$ cat src/logic/dpwm_pkg.sv
// Constants and types of the dual output PWM timer
package dpwm_pkg;
  localparam int          ADDR_W          = 6;
  localparam logic [5:0]  OFS_CTL_FIRST   = 6'h00;
  localparam logic [5:0]  OFS_CTL_SECOND  = 6'h04;
  localparam logic [5:0]  OFS_COUNT       = 6'h08;
  localparam logic [5:0]  OFS_PWM         = 6'h0c;
  localparam logic [5:0]  OFS_RELOAD      = 6'h10;
  localparam logic [5:0]  OFS_DEADBAND    = 6'h14;
  localparam logic [5:0]  OFS_IRQ_STATUS  = 6'h18;
  localparam logic [5:0]  OFS_IRQ_CLEAR   = 6'h1c;
  localparam logic [5:0]  OFS_IRQ_ENABLE  = 6'h20;
  // Field positions
  localparam int          MODEHI_BIT      = 0;
  localparam int          ENABLE_BIT      = 7;
  localparam int          POL_BIT         = 6;
  localparam int          PSC_LSB         = 3;
  localparam int          MODE_LSB        = 0;
  localparam int          WRAP_BIT        = 0;
  // Reset values
  localparam logic [7:0]  CTL_RST         = 8'h00;
  localparam logic [15:0] COUNT_RST       = 16'h0001;
  localparam logic [15:0] PWM_RST         = 16'h0000;
  localparam logic [15:0] RELOAD_RST      = 16'hffff;
  localparam logic [7:0]  DEADBAND_RST    = 8'h00;
  localparam logic [0:0]  IRQ_RST         = 1'h0;
  // Mode, counting and response constants
  localparam logic [3:0]  MODE_DUAL_PWM   = 4'h8;
  localparam logic [15:0] COUNT_RESTART   = 16'h0001;
  localparam logic [1:0]  RESP_OKAY       = 2'h0;
  localparam logic [1:0]  RESP_SLVERR     = 2'h2;

  typedef enum logic [1:0] {
    ST_IDLE = 2'b00,
    ST_RUN  = 2'b01,
    ST_DEAD = 2'b10
  } dpwm_state_type;

  typedef struct packed {
    logic comp_sel;
    logic comp_out;
    logic pwm_out;
  } dpwm_pins_type;
endpackage : dpwm_pkg

$ cat src/logic/dpwm_timer.sv
// Dual output PWM timer with dead band and AXI4-Lite registers
// Overview of operation
// - While the timer runs in dual PWM mode with a nonzero dead band, a dead band follows each fall of one output before the other output may rise.
// - After every counter reset the count restarts from 0001H, start value only once.
// - Dual PWM mode hands the shared pin from timer input to complement output.
// - The period is reload value times prescale, in system clocks.
// - A start count other than 0001H makes the first period run from it to reload.
// - With polarity 0 and no dead band the output is high for reload minus PWM counts of each period.
// - With polarity 1 and no dead band the output is high for PWM counts of each period.
`timescale 1ns/1ps
module dpwm_timer
  import dpwm_pkg::*;
(
  // Clock and reset
  input  wire logic                  aclk,
  input  wire logic                  aresetn,
  // AXI4-Lite write channels
  input  wire logic [ADDR_W-1:0]     awaddr,
  input  wire logic [2:0]            awprot,
  input  wire logic                  awvalid,
  output logic                       awready,
  input  wire logic [31:0]           wdata,
  input  wire logic [3:0]            wstrb,
  input  wire logic                  wvalid,
  output logic                       wready,
  output logic [1:0]                 bresp,
  output logic                       bvalid,
  input  wire logic                  bready,
  // AXI4-Lite read channels
  input  wire logic [ADDR_W-1:0]     araddr,
  input  wire logic [2:0]            arprot,
  input  wire logic                  arvalid,
  output logic                       arready,
  output logic [31:0]                rdata,
  output logic [1:0]                 rresp,
  output logic                       rvalid,
  input  wire logic                  rready,
  // Timer pins and interrupt
  output dpwm_pkg::dpwm_pins_type    pins,
  output logic                       irq
);
  import dpwm_pkg::*;

  function automatic logic [31:0] merge(input logic [31:0] old, input logic [31:0] val,
                                        input logic [3:0] strb);
    logic [31:0] res;
    res = old;
    for (int i = 0; i < 4; i++)
    begin
      if (strb[i])
        res[8*i +: 8] = val[8*i +: 8];
    end
    return res;
  endfunction : merge

  function automatic logic is_mapped(input logic [ADDR_W-1:0] a);
    return a == OFS_CTL_FIRST || a == OFS_CTL_SECOND || a == OFS_COUNT ||
           a == OFS_PWM || a == OFS_RELOAD || a == OFS_DEADBAND ||
           a == OFS_IRQ_STATUS || a == OFS_IRQ_CLEAR || a == OFS_IRQ_ENABLE;
  endfunction : is_mapped

  logic                awready_reg;
  logic                wready_reg;
  logic                bvalid_reg;
  logic [1:0]          bresp_reg;
  logic                arready_reg;
  logic                rvalid_reg;
  logic [1:0]          rresp_reg;
  logic [31:0]         rdata_reg;
  logic [ADDR_W-1:0]   waddr_reg;
  logic [31:0]         wdata_reg;
  logic [3:0]          wstrb_reg;
  logic [7:0]          ctl_first_reg;
  logic [7:0]          ctl_second_reg;
  logic [15:0]         count_reg;
  logic [15:0]         pwm_reg;
  logic [15:0]         reload_reg;
  logic [7:0]          deadband_reg;
  logic [0:0]          irq_status_reg;
  logic [0:0]          irq_enable_reg;
  logic                irq_reg;
  logic [7:0]          psc_cnt_reg;
  logic [7:0]          db_cnt_reg;
  logic                raw_prev_reg;
  dpwm_state_type      st_reg;
  dpwm_state_type      st_next;
  dpwm_pins_type       pins_reg;
  dpwm_pins_type       pins_next;

  // Bus decode
  wire                 wr_fire   = !awready_reg && !wready_reg && !bvalid_reg;
  wire                 wr_ok     = wr_fire && is_mapped(waddr_reg);
  wire [31:0]          wr_val    = merge(32'h0, wdata_reg, wstrb_reg);
  wire                 wr_first  = wr_ok && waddr_reg == OFS_CTL_FIRST;
  wire                 wr_second = wr_ok && waddr_reg == OFS_CTL_SECOND;
  wire                 wr_count  = wr_ok && waddr_reg == OFS_COUNT;
  wire                 wr_pwm    = wr_ok && waddr_reg == OFS_PWM;
  wire                 wr_reload = wr_ok && waddr_reg == OFS_RELOAD;
  wire                 wr_db     = wr_ok && waddr_reg == OFS_DEADBAND;
  wire                 wr_clear  = wr_ok && waddr_reg == OFS_IRQ_CLEAR;
  wire                 wr_ien    = wr_ok && waddr_reg == OFS_IRQ_ENABLE;
  wire                 rd_take   = arvalid && arready_reg;
  wire [31:0]          rd_val    =
    araddr == OFS_CTL_FIRST  ? {24'h0, ctl_first_reg} :
    araddr == OFS_CTL_SECOND ? {24'h0, ctl_second_reg} :
    araddr == OFS_COUNT      ? {16'h0, count_reg} :
    araddr == OFS_PWM        ? {16'h0, pwm_reg} :
    araddr == OFS_RELOAD     ? {16'h0, reload_reg} :
    araddr == OFS_DEADBAND   ? {24'h0, deadband_reg} :
    araddr == OFS_IRQ_STATUS ? {31'h0, irq_status_reg} :
    araddr == OFS_IRQ_ENABLE ? {31'h0, irq_enable_reg} : 32'h0;

  // Timer decode
  wire                 enabled   = ctl_second_reg[ENABLE_BIT];
  wire                 pol       = ctl_second_reg[POL_BIT];
  wire [2:0]           psc_sel   = ctl_second_reg[PSC_LSB +: 3];
  wire [7:0]           psc_div   = 8'h01 << psc_sel;
  wire [3:0]           mode      = {ctl_first_reg[MODEHI_BIT], ctl_second_reg[MODE_LSB +: 3]};
  wire                 dual      = mode == MODE_DUAL_PWM;
  wire                 tick      = enabled && psc_cnt_reg == psc_div - 8'h01;
  wire                 at_reload = count_reg == reload_reg;
  wire                 wrap      = tick && at_reload;
  wire                 raw       = pol ? count_reg <= pwm_reg : count_reg > pwm_reg;
  wire                 edge_seen = raw != raw_prev_reg;
  wire                 db_done   = tick && db_cnt_reg <= 8'h01;
  wire [0:0]           irq_set   = wrap ? 1'h1 : 1'h0;
  wire [0:0]           status_nx = irq_set | (irq_status_reg & ~(wr_clear ? wr_val[0:0] : 1'h0));

  // Write channels: address and data are taken in either order
  always_ff @(posedge aclk)
  begin
    if (!aresetn)
    begin
      awready_reg <= 1'b1;
      wready_reg  <= 1'b1;
      bvalid_reg  <= 1'b0;
      bresp_reg   <= RESP_OKAY;
    end
    else if (bvalid_reg && bready)
    begin
      bvalid_reg  <= 1'b0;
      awready_reg <= 1'b1;
      wready_reg  <= 1'b1;
    end
    else
    begin
      if (awvalid && awready_reg)
        awready_reg <= 1'b0;
      if (wvalid && wready_reg)
        wready_reg <= 1'b0;
      if (wr_fire)
      begin
        bvalid_reg <= 1'b1;
        bresp_reg  <= wr_ok ? RESP_OKAY : RESP_SLVERR;
      end
    end
  end

  always_ff @(posedge aclk)
  begin
    if (!aresetn)
    begin
      waddr_reg <= '0;
      wdata_reg <= 32'h0;
      wstrb_reg <= 4'h0;
    end
    else
    begin
      if (awvalid && awready_reg)
        waddr_reg <= awaddr;
      if (wvalid && wready_reg)
      begin
        wdata_reg <= wdata;
        wstrb_reg <= wstrb;
      end
    end
  end

  // Read channels
  always_ff @(posedge aclk)
  begin
    if (!aresetn)
    begin
      arready_reg <= 1'b1;
      rvalid_reg  <= 1'b0;
      rresp_reg   <= RESP_OKAY;
      rdata_reg   <= 32'h0;
    end
    else if (rd_take)
    begin
      arready_reg <= 1'b0;
      rvalid_reg  <= 1'b1;
      rdata_reg   <= rd_val;
      rresp_reg   <= is_mapped(araddr) ? RESP_OKAY : RESP_SLVERR;
    end
    else if (rvalid_reg && rready)
    begin
      rvalid_reg  <= 1'b0;
      arready_reg <= 1'b1;
    end
  end

  // Configuration registers
  always_ff @(posedge aclk)
  begin
    if (!aresetn)
    begin
      ctl_first_reg  <= CTL_RST;
      ctl_second_reg <= CTL_RST;
      pwm_reg        <= PWM_RST;
      reload_reg     <= RELOAD_RST;
      deadband_reg   <= DEADBAND_RST;
      irq_enable_reg <= IRQ_RST;
    end
    else
    begin
      if (wr_first)
        ctl_first_reg <= wr_val[7:0];
      if (wr_second)
        ctl_second_reg <= wr_val[7:0];
      if (wr_pwm)
        pwm_reg <= wr_val[15:0];
      if (wr_reload)
        reload_reg <= wr_val[15:0];
      if (wr_db)
        deadband_reg <= wr_val[7:0];
      if (wr_ien)
        irq_enable_reg <= wr_val[0:0];
    end
  end

  // Prescaler and counter; a written start count runs only the first pass
  always_ff @(posedge aclk)
  begin
    if (!aresetn)
    begin
      psc_cnt_reg <= 8'h00;
      count_reg   <= COUNT_RST;
    end
    else
    begin
      psc_cnt_reg <= (!enabled || tick) ? 8'h00 : psc_cnt_reg + 8'h01;
      if (wr_count)
        count_reg <= wr_val[15:0];
      else if (wrap)
        count_reg <= COUNT_RESTART;
      else if (tick)
        count_reg <= count_reg + 16'h0001;
    end
  end

  // Sticky event status, set wins over clear
  always_ff @(posedge aclk)
  begin
    if (!aresetn)
    begin
      irq_status_reg <= IRQ_RST;
      irq_reg        <= 1'b0;
    end
    else
    begin
      irq_status_reg <= status_nx;
      irq_reg        <= |(status_nx & (wr_ien ? wr_val[0:0] : irq_enable_reg));
    end
  end

  // Dead band sequencer
  always_comb
  begin
    st_next = st_reg;
    case (st_reg)
      ST_IDLE:
        if (enabled)
          st_next = ST_RUN;
      ST_RUN:
        if (!enabled)
          st_next = ST_IDLE;
        else if (dual && edge_seen && deadband_reg != 8'h00)
          st_next = ST_DEAD;
      ST_DEAD:
        if (!enabled)
          st_next = ST_IDLE;
        else if (db_done)
          st_next = ST_RUN;
      default:
        st_next = ST_IDLE;
    endcase
  end

  always_comb
  begin
    pins_next.comp_sel = dual;
    if (st_next == ST_IDLE)
    begin
      pins_next.pwm_out  = pol;
      pins_next.comp_out = dual && !pol;
    end
    else
    begin
      pins_next.pwm_out  = st_next == ST_RUN && raw;
      pins_next.comp_out = dual && st_next == ST_RUN && !raw;
    end
  end

  always_ff @(posedge aclk)
  begin
    if (!aresetn)
    begin
      st_reg       <= ST_IDLE;
      db_cnt_reg   <= 8'h00;
      raw_prev_reg <= 1'b0;
      pins_reg     <= '0;
    end
    else
    begin
      st_reg       <= st_next;
      raw_prev_reg <= raw;
      pins_reg     <= pins_next;
      if (st_reg == ST_RUN && st_next == ST_DEAD)
        db_cnt_reg <= deadband_reg;
      else if (st_reg == ST_DEAD && tick)
        db_cnt_reg <= db_cnt_reg - 8'h01;
    end
  end

  assign awready = awready_reg;
  assign wready  = wready_reg;
  assign bvalid  = bvalid_reg;
  assign bresp   = bresp_reg;
  assign arready = arready_reg;
  assign rvalid  = rvalid_reg;
  assign rresp   = rresp_reg;
  assign rdata   = rdata_reg;
  assign pins    = pins_reg;
  assign irq     = irq_reg;

  // Checks
  logic [31:0]         gap_reg;
  logic                seen_reg;
  always_ff @(posedge aclk)
  begin
    if (!aresetn || !enabled)
    begin
      gap_reg  <= 32'h0;
      seen_reg <= 1'b0;
    end
    else
    begin
      gap_reg  <= wrap ? 32'h0 : gap_reg + 32'h1;
      seen_reg <= seen_reg || wrap;
    end
  end
endmodule : dpwm_timer

$ cat config.mk
export PLATFORM = sky130hd
export DESIGN_NAME = dpwm_timer
export DESIGN_NICKNAME = d
export VERILOG_FILES = /design/src/logic/dpwm_pkg.sv /design/src/logic/dpwm_timer.sv
export SDC_FILE = /design/constraint.sdc
export NUM_CORES = 1
export LEC_CHECK = 0
export CORE_UTILIZATION = 65
export DETAILED_ROUTE_END_ITERATION = 7
export DONT_BUFFER_PORTS = 1
export GPL_ROUTABILITY_DRIVEN = 0
export PLACE_DENSITY = 0.88
export SYNTH_ARGS = -nofsm -noshare
export SYNTH_HDL_FRONTEND = slang
export SYNTH_SLANG_ARGS = --single-unit
$ cat constraint.sdc
create_clock -name aclk -period 4.8 [get_ports aclk]
set_input_delay 0 -clock aclk [delete_from_list [all_inputs] [get_ports aclk]]
set_output_delay 0 -clock aclk [all_outputs]
set_load 0.01 [all_outputs]
==> results of run 1 <==
-- cells in the final DEF, fill, tap and decap left out, types with 16 or more instances in the layout --
cell           netlist  routed
nand2_1            221     221
dfxtp_1            144     144
o21ai_0             75      75
and2_1              46      46
nor2_1              46      46
nand3_1             38      38
a21boi_0            37      37
dlygate4sd3_1        0      37
a21oi_1             35      35
inv_1               31      31
xnor2_1             25      25
ha_1                20      20
conb_1               1      18
clkbuf_16            0      17
a22oi_1             16      16
-- worst reg2reg max path: stages (launching register included) --
cell and delay, ps:
dfxtp_1 400, ha_1 370, nand4_1 170, or4_1 530, o221ai_1 370, a221oi_1 180, nor2_2 540, a21boi_0 210
-- layout make-up --
cell class / count / area (um^2) / share of cell area
Multi-Input combinational cell: 748 / 4310 / 0.507
Sequential cell: 144 / 2880 / 0.339
Clock buffer: 18 / 429 / 0.0505
Timing Repair Buffer: 40 / 413 / 0.0486
Tap cell: 143 / 179 / 0.0211
Clock inverter: 14 / 166 / 0.0196
Inverter: 31 / 116 / 0.0137
-- logic make-up (layout without fill, tap and decap cells) --
kind of cell | after synthesis | count (layout)
xor gates and xnor gates | 35 | 35
DFF | 144 | 144
buffers and inverters | 108 | 103
and+or+nand+nor | 440 | 440
adders and majority gates | 20 | 20
other | 1 | 18
muxes | 18 | 18
AOI/OAI and AO/OA | 217 | 217
-- power groups by stage --
stage                     sequential (mW)  clock [mW]  combinational, mW
after floorplan                      1.26           0              0.113
after global placement               1.27           0             0.0975
after detailed placement             1.27           0              0.100
after CTS                            1.25        1.35              0.145
after global routing                 1.25        1.41              0.165
final                                1.25        1.35              0.149
-- per-layer routing --
layer / vias to the layer above / share of wire
li1: 3345 / -
met5: - / 0
met2: 350 / 0.46
met4: 0 / 0.020
met3: 31 / 0.087
met1: 3237 / 0.44
-- how the worst max path moves through the flow --
stage	from	end	slack, ps
after floorplan	count_reg[10]	db_cnt_reg[0]	2440
after detailed placement	count_reg[10]	st_reg[1]	1950
after global placement	count_reg[10]	st_reg[1]	2050
final	count_reg[14]	st_reg[1]	1880
after CTS	count_reg[10]	st_reg[1]	1940
after global routing	count_reg[10]	st_reg[1]	1720
-- stage by stage --
step | std cells | area [um^2] | power (mW)
finish | 1138 | 8490 | 2.74
detailed placement | 1068 | 7500 | 1.37
CTS | 1138 | 8490 | 2.74
global route | 1138 | 8490 | 2.82
floorplan | 1000 | 7670 | 1.38
global placement | 1068 | 7500 | 1.37
==> impl_results.md, run 1 <==
- Status: finished, final reports clean
- Part of the Yosys area used for sequential elements: 0.379
- Crit path required time: 5070 ps
- Post-synthesis mux area share: 0.0252
- Worst-path fanout max: 9
- CTS Buffer Depth: 2
- CTS sink cnt: 144
- Fin nets: 1,063
- Ys Warns: 0
- Total negative slack: 0 ps
- # H-tree levels: 4
- Worst hold path type: in2reg
- Met1 usage: 0.447
- Smallest hold slack: 12.4 ps
- Met3 Resource Use GR: 0.0805
- Die H: 110 um
- Synth Flop Type: dfxtp_1
- DRT antenna net count: 0
- Synth top area share: 0.379
- Die width: 110 um
- WL final: 19,200 um
- Met2 usage: 0.516
- Final hold vios: 0
- DR vias/cell: 6.12
- Final Max Slew Viols: 0
- Layout area overhead: 11.6%
- Fmax: 0.343 GHz
- Crit path buf inv count: 0
- Die area: 12,100 um^2
- DRC violations left: 0
- Initial Util: 0.667
- Post-synth ARST share: 0
- NetSw: 0.648 mW
- Average cell area after synthesis: 7.74 um^2
- PD cells: 323 nW/um^2
- Hold Crit Depth: 3
- Post-Syn Instances: 983
- Clk pwr share: 0.491
- Reg-to-Reg Start: count_reg[14]
- Final worst clock skew: 10.8 ps
- First-pass GRT wire length: 30,500 um
- CP Depth: 7
- Synth Register Bits: 144
- Skew-Pair Late Insertion Delay: 430 ps
- DR iter-0 viols: 739
- Core Util, Final: 0.744
- Leakage: 3.14 nW
- Peak supply drop: 0.000284 V
- Total GRT Usage: 0.333
- Most common cell in the synthesized netlist: nand2_1
- Max-slew headroom: 0.193
- Xor/xnor share of the synthesized area: 0.0403
- Post-cts resize count: 0
- FF-to-FF setup slack: 1880 ps
- FP Rows: 39
- Compound-Gate Fraction of Synth Area: 0.184
- Share of layout cells above drive strength 1: 0.0543
- Root buffer cell: clkbuf_16
- Post-route minimum period: 2920 ps
- Ports: 106
- Critical Path, Cell by Cell: ha_1, nand4_1, or4_1, o221ai_1, a221oi_1, nor2_2, a21boi_0
- Vias in the first global route: 6,186
- Clk slew on worst S/H paths: 60 ps
- RSZ-0062 raised after global routing: no
- CP Class: reg2reg
- Worst path slowest cell: nor2_2
- CP top delay family: simple AND/OR/NAND/NOR gates
- CP Data Arrival Time: 3190 ps
- Measured slew at the worst slew-check pin: 1200 ps
- Final setup fails: 0
- Sw Ratio: 0.236
- Comb pwr share: 0.054
- Reg2reg end: st_reg[1]
- CTS tree: done
- Post-CTS setup buffers: 0
- Top post-synthesis cells by count: nand2_1 (221), dfxtp_1 (144), o21ai_0 (75)
- Grt peak-use layer: met2
- Cell Area, Synth: 7610 um^2
- Final period utilization: 0.608
- Core outline area: 11,400 um^2
- Initial antenna violation count: 0
- Pint: 2.10 mW
- Area leader, netlist: dfxtp_1
- Crit path capture type: flop
- Hold Crit Start: araddr[2]
- Filler cells: 832
- Port Buffers: 0
- TritonCTS buffer count: 17
- Library cells used by synthesis: 58
- Per-cell routed wire length: 16.9 um
- Largest net degree at the start of global routing: 143
- GR Overflow Total: 0
- Startpoint Class: flop
- Largest family of logic cells by synthesized area: simple AND/OR/NAND/NOR gates
- Path depth of the worst reg2reg path: 7
- Hold Path End: rdata[10]
- Vias: 6,963
- # diodes: 0
- Top cells by area, synth: dfxtp_1 (38%), nand2_1 (11%), o21ai_0 (4.9%)
- Place WS: 1950 ps
- First-pass DRT Iterations: 5
- Post-synthesis adder-cell area fraction: 0.0329
- # Max-Cap Violations: 0
- Register share of total power: 0.455
- Setup ws final: 1880 ps
- CP peak stage delay: 540 ps
- Post-Synth Simple-Gate Area: 0.274
- Post-CTS Hold Fix Bufs: 38
- Post-DP HPWL: 11,900 um
- EDFF count, synth: 0
Power figures use the tool's default switching activity.
==> inputs of run 2 (changes only) <==
CORE_UTILIZATION = 58   (was 65)
PLACE_DENSITY = 0.83   (was 0.88)
clock period = 2.55 ns   (was 4.8 ns; I/O delays follow)
==> run 2 against run 1 <==
Register-to-register slack lost 1900 ps. Die area grew 12%. Clock power is 98% higher. Flip-flop and latch count unchanged. First-iteration DRC count fell by 6.4%. Non-clock buffer count up 26. Worst setup slack got worse by 1900 ps. Utilization is 4.7 points lower. Sequential power is 88% higher. Total power grew 94%. Global-route usage decreased by 2.8 points.
==> impl_results.md, run 2 (synthesis gave the netlist of run 1 again) <==
- Vias: 7,095 (was 6,963)
- CP Data Arrival Time: 2850 ps (was 3190 ps)
- Die H: 117 um (was 110 um)
- Placed Area: 7720 um^2 (was 7500 um^2)
- Leading cell type in the layout, fill and taps excluded: nand2_1 (unchanged)
- CTS tree: done (unchanged)
- Core outline area: 12,700 um^2 (was 11,400 um^2)
- Hold Path End: rdata[13] (was rdata[10])
- Vias in the first global route: 6,357 (was 6,186)
- Initial Util: 0.598 (was 0.667)
- Final hold vios: 0 (unchanged)
- Clk slew on worst S/H paths: 60 ps (about the same)
- Max-slew headroom: 0.413 (was 0.193)
- Status: finished, final reports clean (unchanged)
- Reg2reg end: db_cnt_reg[0] (was st_reg[1])
- PD cells: 599 nW/um^2 (was 323 nW/um^2)
- Die area: 13,600 um^2 (was 12,100 um^2)
- Measured slew at the worst slew-check pin: 881 ps (was 1200 ps)
- Worst path slowest cell: or4_4 (was nor2_2)
- Layout area overhead: 16.4% (was 11.6%)
- # diodes: 0 (unchanged)
- CP Class: reg2reg (unchanged)
- First-pass DRT Iterations: 5 (unchanged)
- CP peak stage delay: 530 ps (was 540 ps)
- Hold Crit Start: araddr[2] (unchanged)
- Crit path capture type: flop (unchanged)
- FF-to-FF setup slack: 10 ps (was 1880 ps)
- TritonCTS buffer count: 17 (unchanged)
- Final setup fails: 0 (unchanged)
- Port Buffers: 0 (unchanged)
- Fmax: 0.394 GHz (was 0.343 GHz)
- DR iter-0 viols: 692 (was 739)
- Skew-Pair Late Insertion Delay: 430 ps (about the same)
- Fin nets: 1,090 (was 1,063)
- Initial antenna violation count: 0 (unchanged)
- Post-route minimum period: 2540 ps (was 2920 ps)
- CTS sink cnt: 144 (unchanged)
- Die width: 117 um (was 110 um)
- Worst-path fanout max: 4 (was 9)
- CTS Buffer Depth: 2 (unchanged)
- Critical Path, Cell by Cell: inv_1, ha_1, nand4_1, or4_4, or2_2, a221oi_4, nor2_2, mux2i_1 (was ha_1, nand4_1, or4_1, o221ai_1, a221oi_1, nor2_2, a21boi_0)
- Final period utilization: 0.996 (was 0.608)
- Total GRT Usage: 0.304 (was 0.333)
- First-pass GRT wire length: 31,400 um (was 30,500 um)
- Final worst clock skew: 6.60 ps (was 10.8 ps)
- GR Overflow Total: 0 (unchanged)
- FP Rows: 41 (was 39)
- DRT antenna net count: 0 (unchanged)
- Worst hold path type: in2reg (unchanged)
- Per-cell routed wire length: 17.0 um (was 16.9 um)
- Reg-to-Reg Start: pwm_reg[11] (was count_reg[14])
- Path depth of the worst reg2reg path: 8 (was 7)
- DR vias/cell: 5.94 (was 6.12)
- # Max-Cap Violations: 0 (unchanged)
- Post-DP HPWL: 12,900 um (was 11,900 um)
- Core Util, Final: 0.696 (was 0.744)
- Hold Crit Depth: 3 (unchanged)
- Leakage: 3.33 nW (was 3.14 nW)
- DRC violations left: 0 (unchanged)
- Commonest non-fill, non-tap cells in the layout: nand2_1 (221), dfxtp_1 (143), o21ai_0 (75) (was nand2_1 (221), dfxtp_1 (144), o21ai_0 (75))
- Startpoint Class: flop (unchanged)
- Crit path required time: 2860 ps (was 5070 ps)
- Share of layout cells above drive strength 1: 0.0890 (was 0.0543)
- Root buffer cell: clkbuf_16 (unchanged)
- # H-tree levels: 4 (unchanged)
- Total negative slack: 0 ps (unchanged)
- Ports: 106 (unchanged)
- Finished layout cell area: 8860 um^2 (was 8490 um^2)
- Largest net degree at the start of global routing: 143 (unchanged)
- Final Max Slew Viols: 0 (unchanged)
- Peak supply drop: 0.000469 V (was 0.000284 V)
- WL final: 20,300 um (was 19,200 um)
==> run 2: power breakdown <==
part	leakage (nW)	switching (mW)	internal, mW
sequential	1.17	0.0512	2.30
combinational	1.85	0.169	0.123
clock	0.306	0.981	1.69
==> run 2: routing by layer <==
| layer | GRT usage | share of wire |
|---|---|---|
| met1 | 0.405 | 0.43 |
| met2 | 0.467 | 0.45 |
| met3 | 0.0825 | 0.093 |
| met4 | 0.125 | 0.030 |
| met5 | 0 | 0 |
==> run 2: critical path: cells and delay by family (launching register included) <==
family	cells	cell delay, ps
AND/OR/NAND/NOR	4	1140
AO/OA/AOI/OAI	1	370
flip-flops	1	360
adder cells (fa/ha/maj)	1	330
multiplexers	1	150
buffers and inverters	1	70
==> run 2: repair_timing <==
| action | CTS | global route |
|---|---|---|
| setup buffers | 0 | 1 |
| gates resized for setup | 3 | 11 |
| setup endpoints to repair | 9 | 12 |
| gates cloned | 0 | 2 |
| hold endpoints to repair | 144 | 0 |
| hold buffers | 37 | 0 |
| pin swaps | 0 | 3 |
==> run 2: area by class of cell <==
class	count	area, um^2
Multi-Input combinational cell	749	4400
Tap cell	172	215
Fill cell	1039	3860
Clock inverter	13	184
Inverter	31	116
Sequential cell	144	2880
Clock buffer	19	453
Timing Repair Buffer	66	612
==> run 2: worst max-delay path by stage <==
stage | from | to | slack, ps | cells past startpoint
5_1_grt | pwm_reg[11] | db_cnt_reg[4] | -40 | 8
2_1_floorplan | count_reg[10] | db_cnt_reg[0] | 190 | 7
6_report | pwm_reg[11] | db_cnt_reg[0] | 10 | 8
3_5_place_dp | pwm_reg[10] | db_cnt_reg[2] | -50 | 8
4_1_cts | pwm_reg[10] | db_cnt_reg[2] | 60 | 8
3_3_place_gp | pwm_reg[10] | st_reg[1] | 20 | 8
==> run 2: stage by stage <==
step	total power [mW]	hold WS [ps]	cells	setup WS, ps
global placement	2.59	76.4	1122	19.1
detailed placement	2.59	77.2	1122	-48.2
global route	5.46	23.4	1194	-35.3
floorplan	2.59	100	1000	188
CTS	5.32	8.89	1191	56.2
finish	5.31	10.6	1194	9.96
==> inputs of run 3 (changes only) <==
MAX_ROUTING_LAYER = met4   (was default)
==> run 3 against run 2 <==
Worst setup slack improved by 6.7 ps. Via count about the same. Total power about the same. Clock skew increased by 2.1 ps.
==> impl_results.md, run 3 (synthesis gave the netlist of run 1 again) <==
- Status: finished, final reports clean (unchanged)
- Final period utilization: 0.993 (was 0.996)
- First-pass DRT Iterations: 5 (unchanged)
- DR vias/cell: 5.94 (about the same)
- Root buffer cell: clkbuf_16 (unchanged)
- Peak supply drop: 0.000468 V (was 0.000469 V)
- Register area: 2880 um^2 (unchanged)
- DR iter-0 viols: 668 (was 692)
- Finished layout cell area: 8860 um^2 (unchanged)
- TritonCTS buffer count: 17 (unchanged)
- Fin nets: 1,090 (unchanged)
- Final hold vios: 0 (unchanged)
- Worst-path fanout max: 4 (unchanged)
- Largest net degree at the start of global routing: 143 (unchanged)
- Startpoint Class: flop (unchanged)
- Commonest non-fill, non-tap cells in the layout: nand2_1 (221), dfxtp_1 (143), o21ai_0 (75) (unchanged)
- Final Max Slew Viols: 0 (unchanged)
- WL final: 20,400 um (was 20,300 um)
- Path depth of the worst reg2reg path: 8 (unchanged)
- Filler cells: 1,039 (unchanged)
- Initial Util: 0.598 (unchanged)
- First-pass GRT wire length: 31,500 um (was 31,400 um)
- # diodes: 0 (unchanged)
- Post-DP HPWL: 12,900 um (unchanged)
- Hold Crit Depth: 3 (unchanged)
- Vias in the first global route: 6,371 (was 6,357)
- GR Overflow Total: 0 (unchanged)
- Worst hold path type: in2reg (unchanged)
- Tot Pwr: 5.31 mW (about the same)
- CP Class: reg2reg (unchanged)
- Dpl cells: 1,122 (unchanged)
- Critical Path, Cell by Cell: inv_1, ha_1, nand4_1, or4_4, or2_2, a221oi_4, nor2_2, mux2i_1 (unchanged)
- CTS sink cnt: 144 (unchanged)
- NetSw: 1.20 mW (about the same)
- Die H: 117 um (unchanged)
- Port Buffers: 0 (unchanged)
- FP Rows: 41 (unchanged)
- Fmax: 0.395 GHz (was 0.394 GHz)
- Layout area overhead: 16.4% (unchanged)
- Register share of total power: 0.442 (about the same)
- Crit path capture type: flop (unchanged)
- # H-tree levels: 4 (unchanged)
- Ports: 106 (unchanged)
- Setup ws final: 16.6 ps (was 9.96 ps)
- CTS tree: done (unchanged)
- Placed Area: 7720 um^2 (unchanged)
- Pint: 4.11 mW (about the same)
- Die area: 13,600 um^2 (unchanged)
- Final setup fails: 0 (unchanged)
- Vias: 7,090 (was 7,095)
- CP Data Arrival Time: 2840 ps (was 2850 ps)
- Post-route minimum period: 2530 ps (was 2540 ps)
- Skew-Pair Late Insertion Delay: 430 ps (about the same)
- Total GRT Usage: 0.313 (was 0.304)
- Total negative slack: 0 ps (unchanged)
- Crit path required time: 2860 ps (about the same)
- Place WS: -48.2 ps (unchanged)
- # Max-Cap Violations: 0 (unchanged)
- Area of the multi-input gates: 4400 um^2 (unchanged)
- Leakage: 3.33 nW (unchanged)
- CP peak stage delay: 530 ps (about the same)
- Smallest hold slack: 20.0 ps (was 10.6 ps)
- Clk pwr share: 0.503 (about the same)
- Sw Ratio: 0.226 (about the same)
- Max-slew headroom: 0.411 (was 0.413)
- Comb pwr share: 0.055 (about the same)
- CTS Buffer Depth: 2 (unchanged)
- Per-cell routed wire length: 17.1 um (was 17.0 um)
- Worst path slowest cell: or4_4 (unchanged)
- Core Util, Final: 0.696 (unchanged)
- Die width: 117 um (unchanged)
- Measured slew at the worst slew-check pin: 884 ps (was 881 ps)
- Initial antenna violation count: 0 (unchanged)
- DRC violations left: 0 (unchanged)
- DRT antenna net count: 0 (unchanged)
- Final Non-Filler Cells: 1,194 (unchanged)
- Share of layout cells above drive strength 1: 0.0890 (unchanged)
- Clk slew on worst S/H paths: 60 ps (about the same)
- Core outline area: 12,700 um^2 (unchanged)
- PD cells: 599 nW/um^2 (about the same)
- Final worst clock skew: 8.67 ps (was 6.60 ps)
- Leading cell type in the layout, fill and taps excluded: nand2_1 (unchanged)
-- run 3: cell counts in the layout (fill, tap and decap cells not counted) --
Identical to the previous run, type by type.
-- run 3: power by group through the flow --
stage               Clock (mW)  Sequential [mW]  Combinational, mW
floorplan                    0             2.38              0.213
global placement             0             2.39              0.193
detailed placement           0             2.40              0.197
CTS                       2.69             2.35              0.281
global route              2.78             2.35              0.324
finish                    2.67             2.35              0.293
-- run 3: layout make-up --
| type | count | share of cell area |
|---|---|---|
| clock buffer | 19 | 0.0511 |
| clock inverter | 13 | 0.0208 |
| inverter | 31 | 0.0131 |
| multi-input combinational | 749 | 0.496 |
| sequential | 144 | 0.326 |
| tap | 172 | 0.0243 |
| timing repair buffer | 66 | 0.0691 |
-- run 3: critical path: cells and delay by family, from the launching register on --
| family | cells | cell delay (ps) |
|---|---|---|
| AOI/OAI and AO/OA | 1 | 370 |
| adders and majority gates | 1 | 330 |
| buffers and inverters | 1 | 70 |
| DFF | 1 | 360 |
| muxes | 1 | 150 |
| and+or+nand+nor | 4 | 1130 |
-- run 3: worst paths after layout --
check / slack, ps / endpoint / start
min reg2reg: 460 / wdata_reg[15] / wdata_reg[15]
min: 20 / rdata[13] / araddr[2]
max: 20 / db_cnt_reg[0] / pwm_reg[11]
max reg2reg: 20 / db_cnt_reg[0] / pwm_reg[11]
-- run 3: layer usage --
layer,vias up,wire length [um],part of all wire,GRT usage
met5,-,0,0,-
met1,3264,8720,0.43,0.406
met2,378,9030,0.44,0.464
met4,0,616,0.030,0.130
li1,3400,-,-,-
met3,48,2010,0.099,0.0789
-- run 3: what timing repair did --
action | CTS | global route
buffers inserted | 0 | 1
resized for setup | 3 | 11
endpoints found under the setup margin | 9 | 12
pin swaps | 0 | 3
hold buffers | 37 | 0
cloned | 0 | 2
endpoints found under the hold margin | 144 | 0
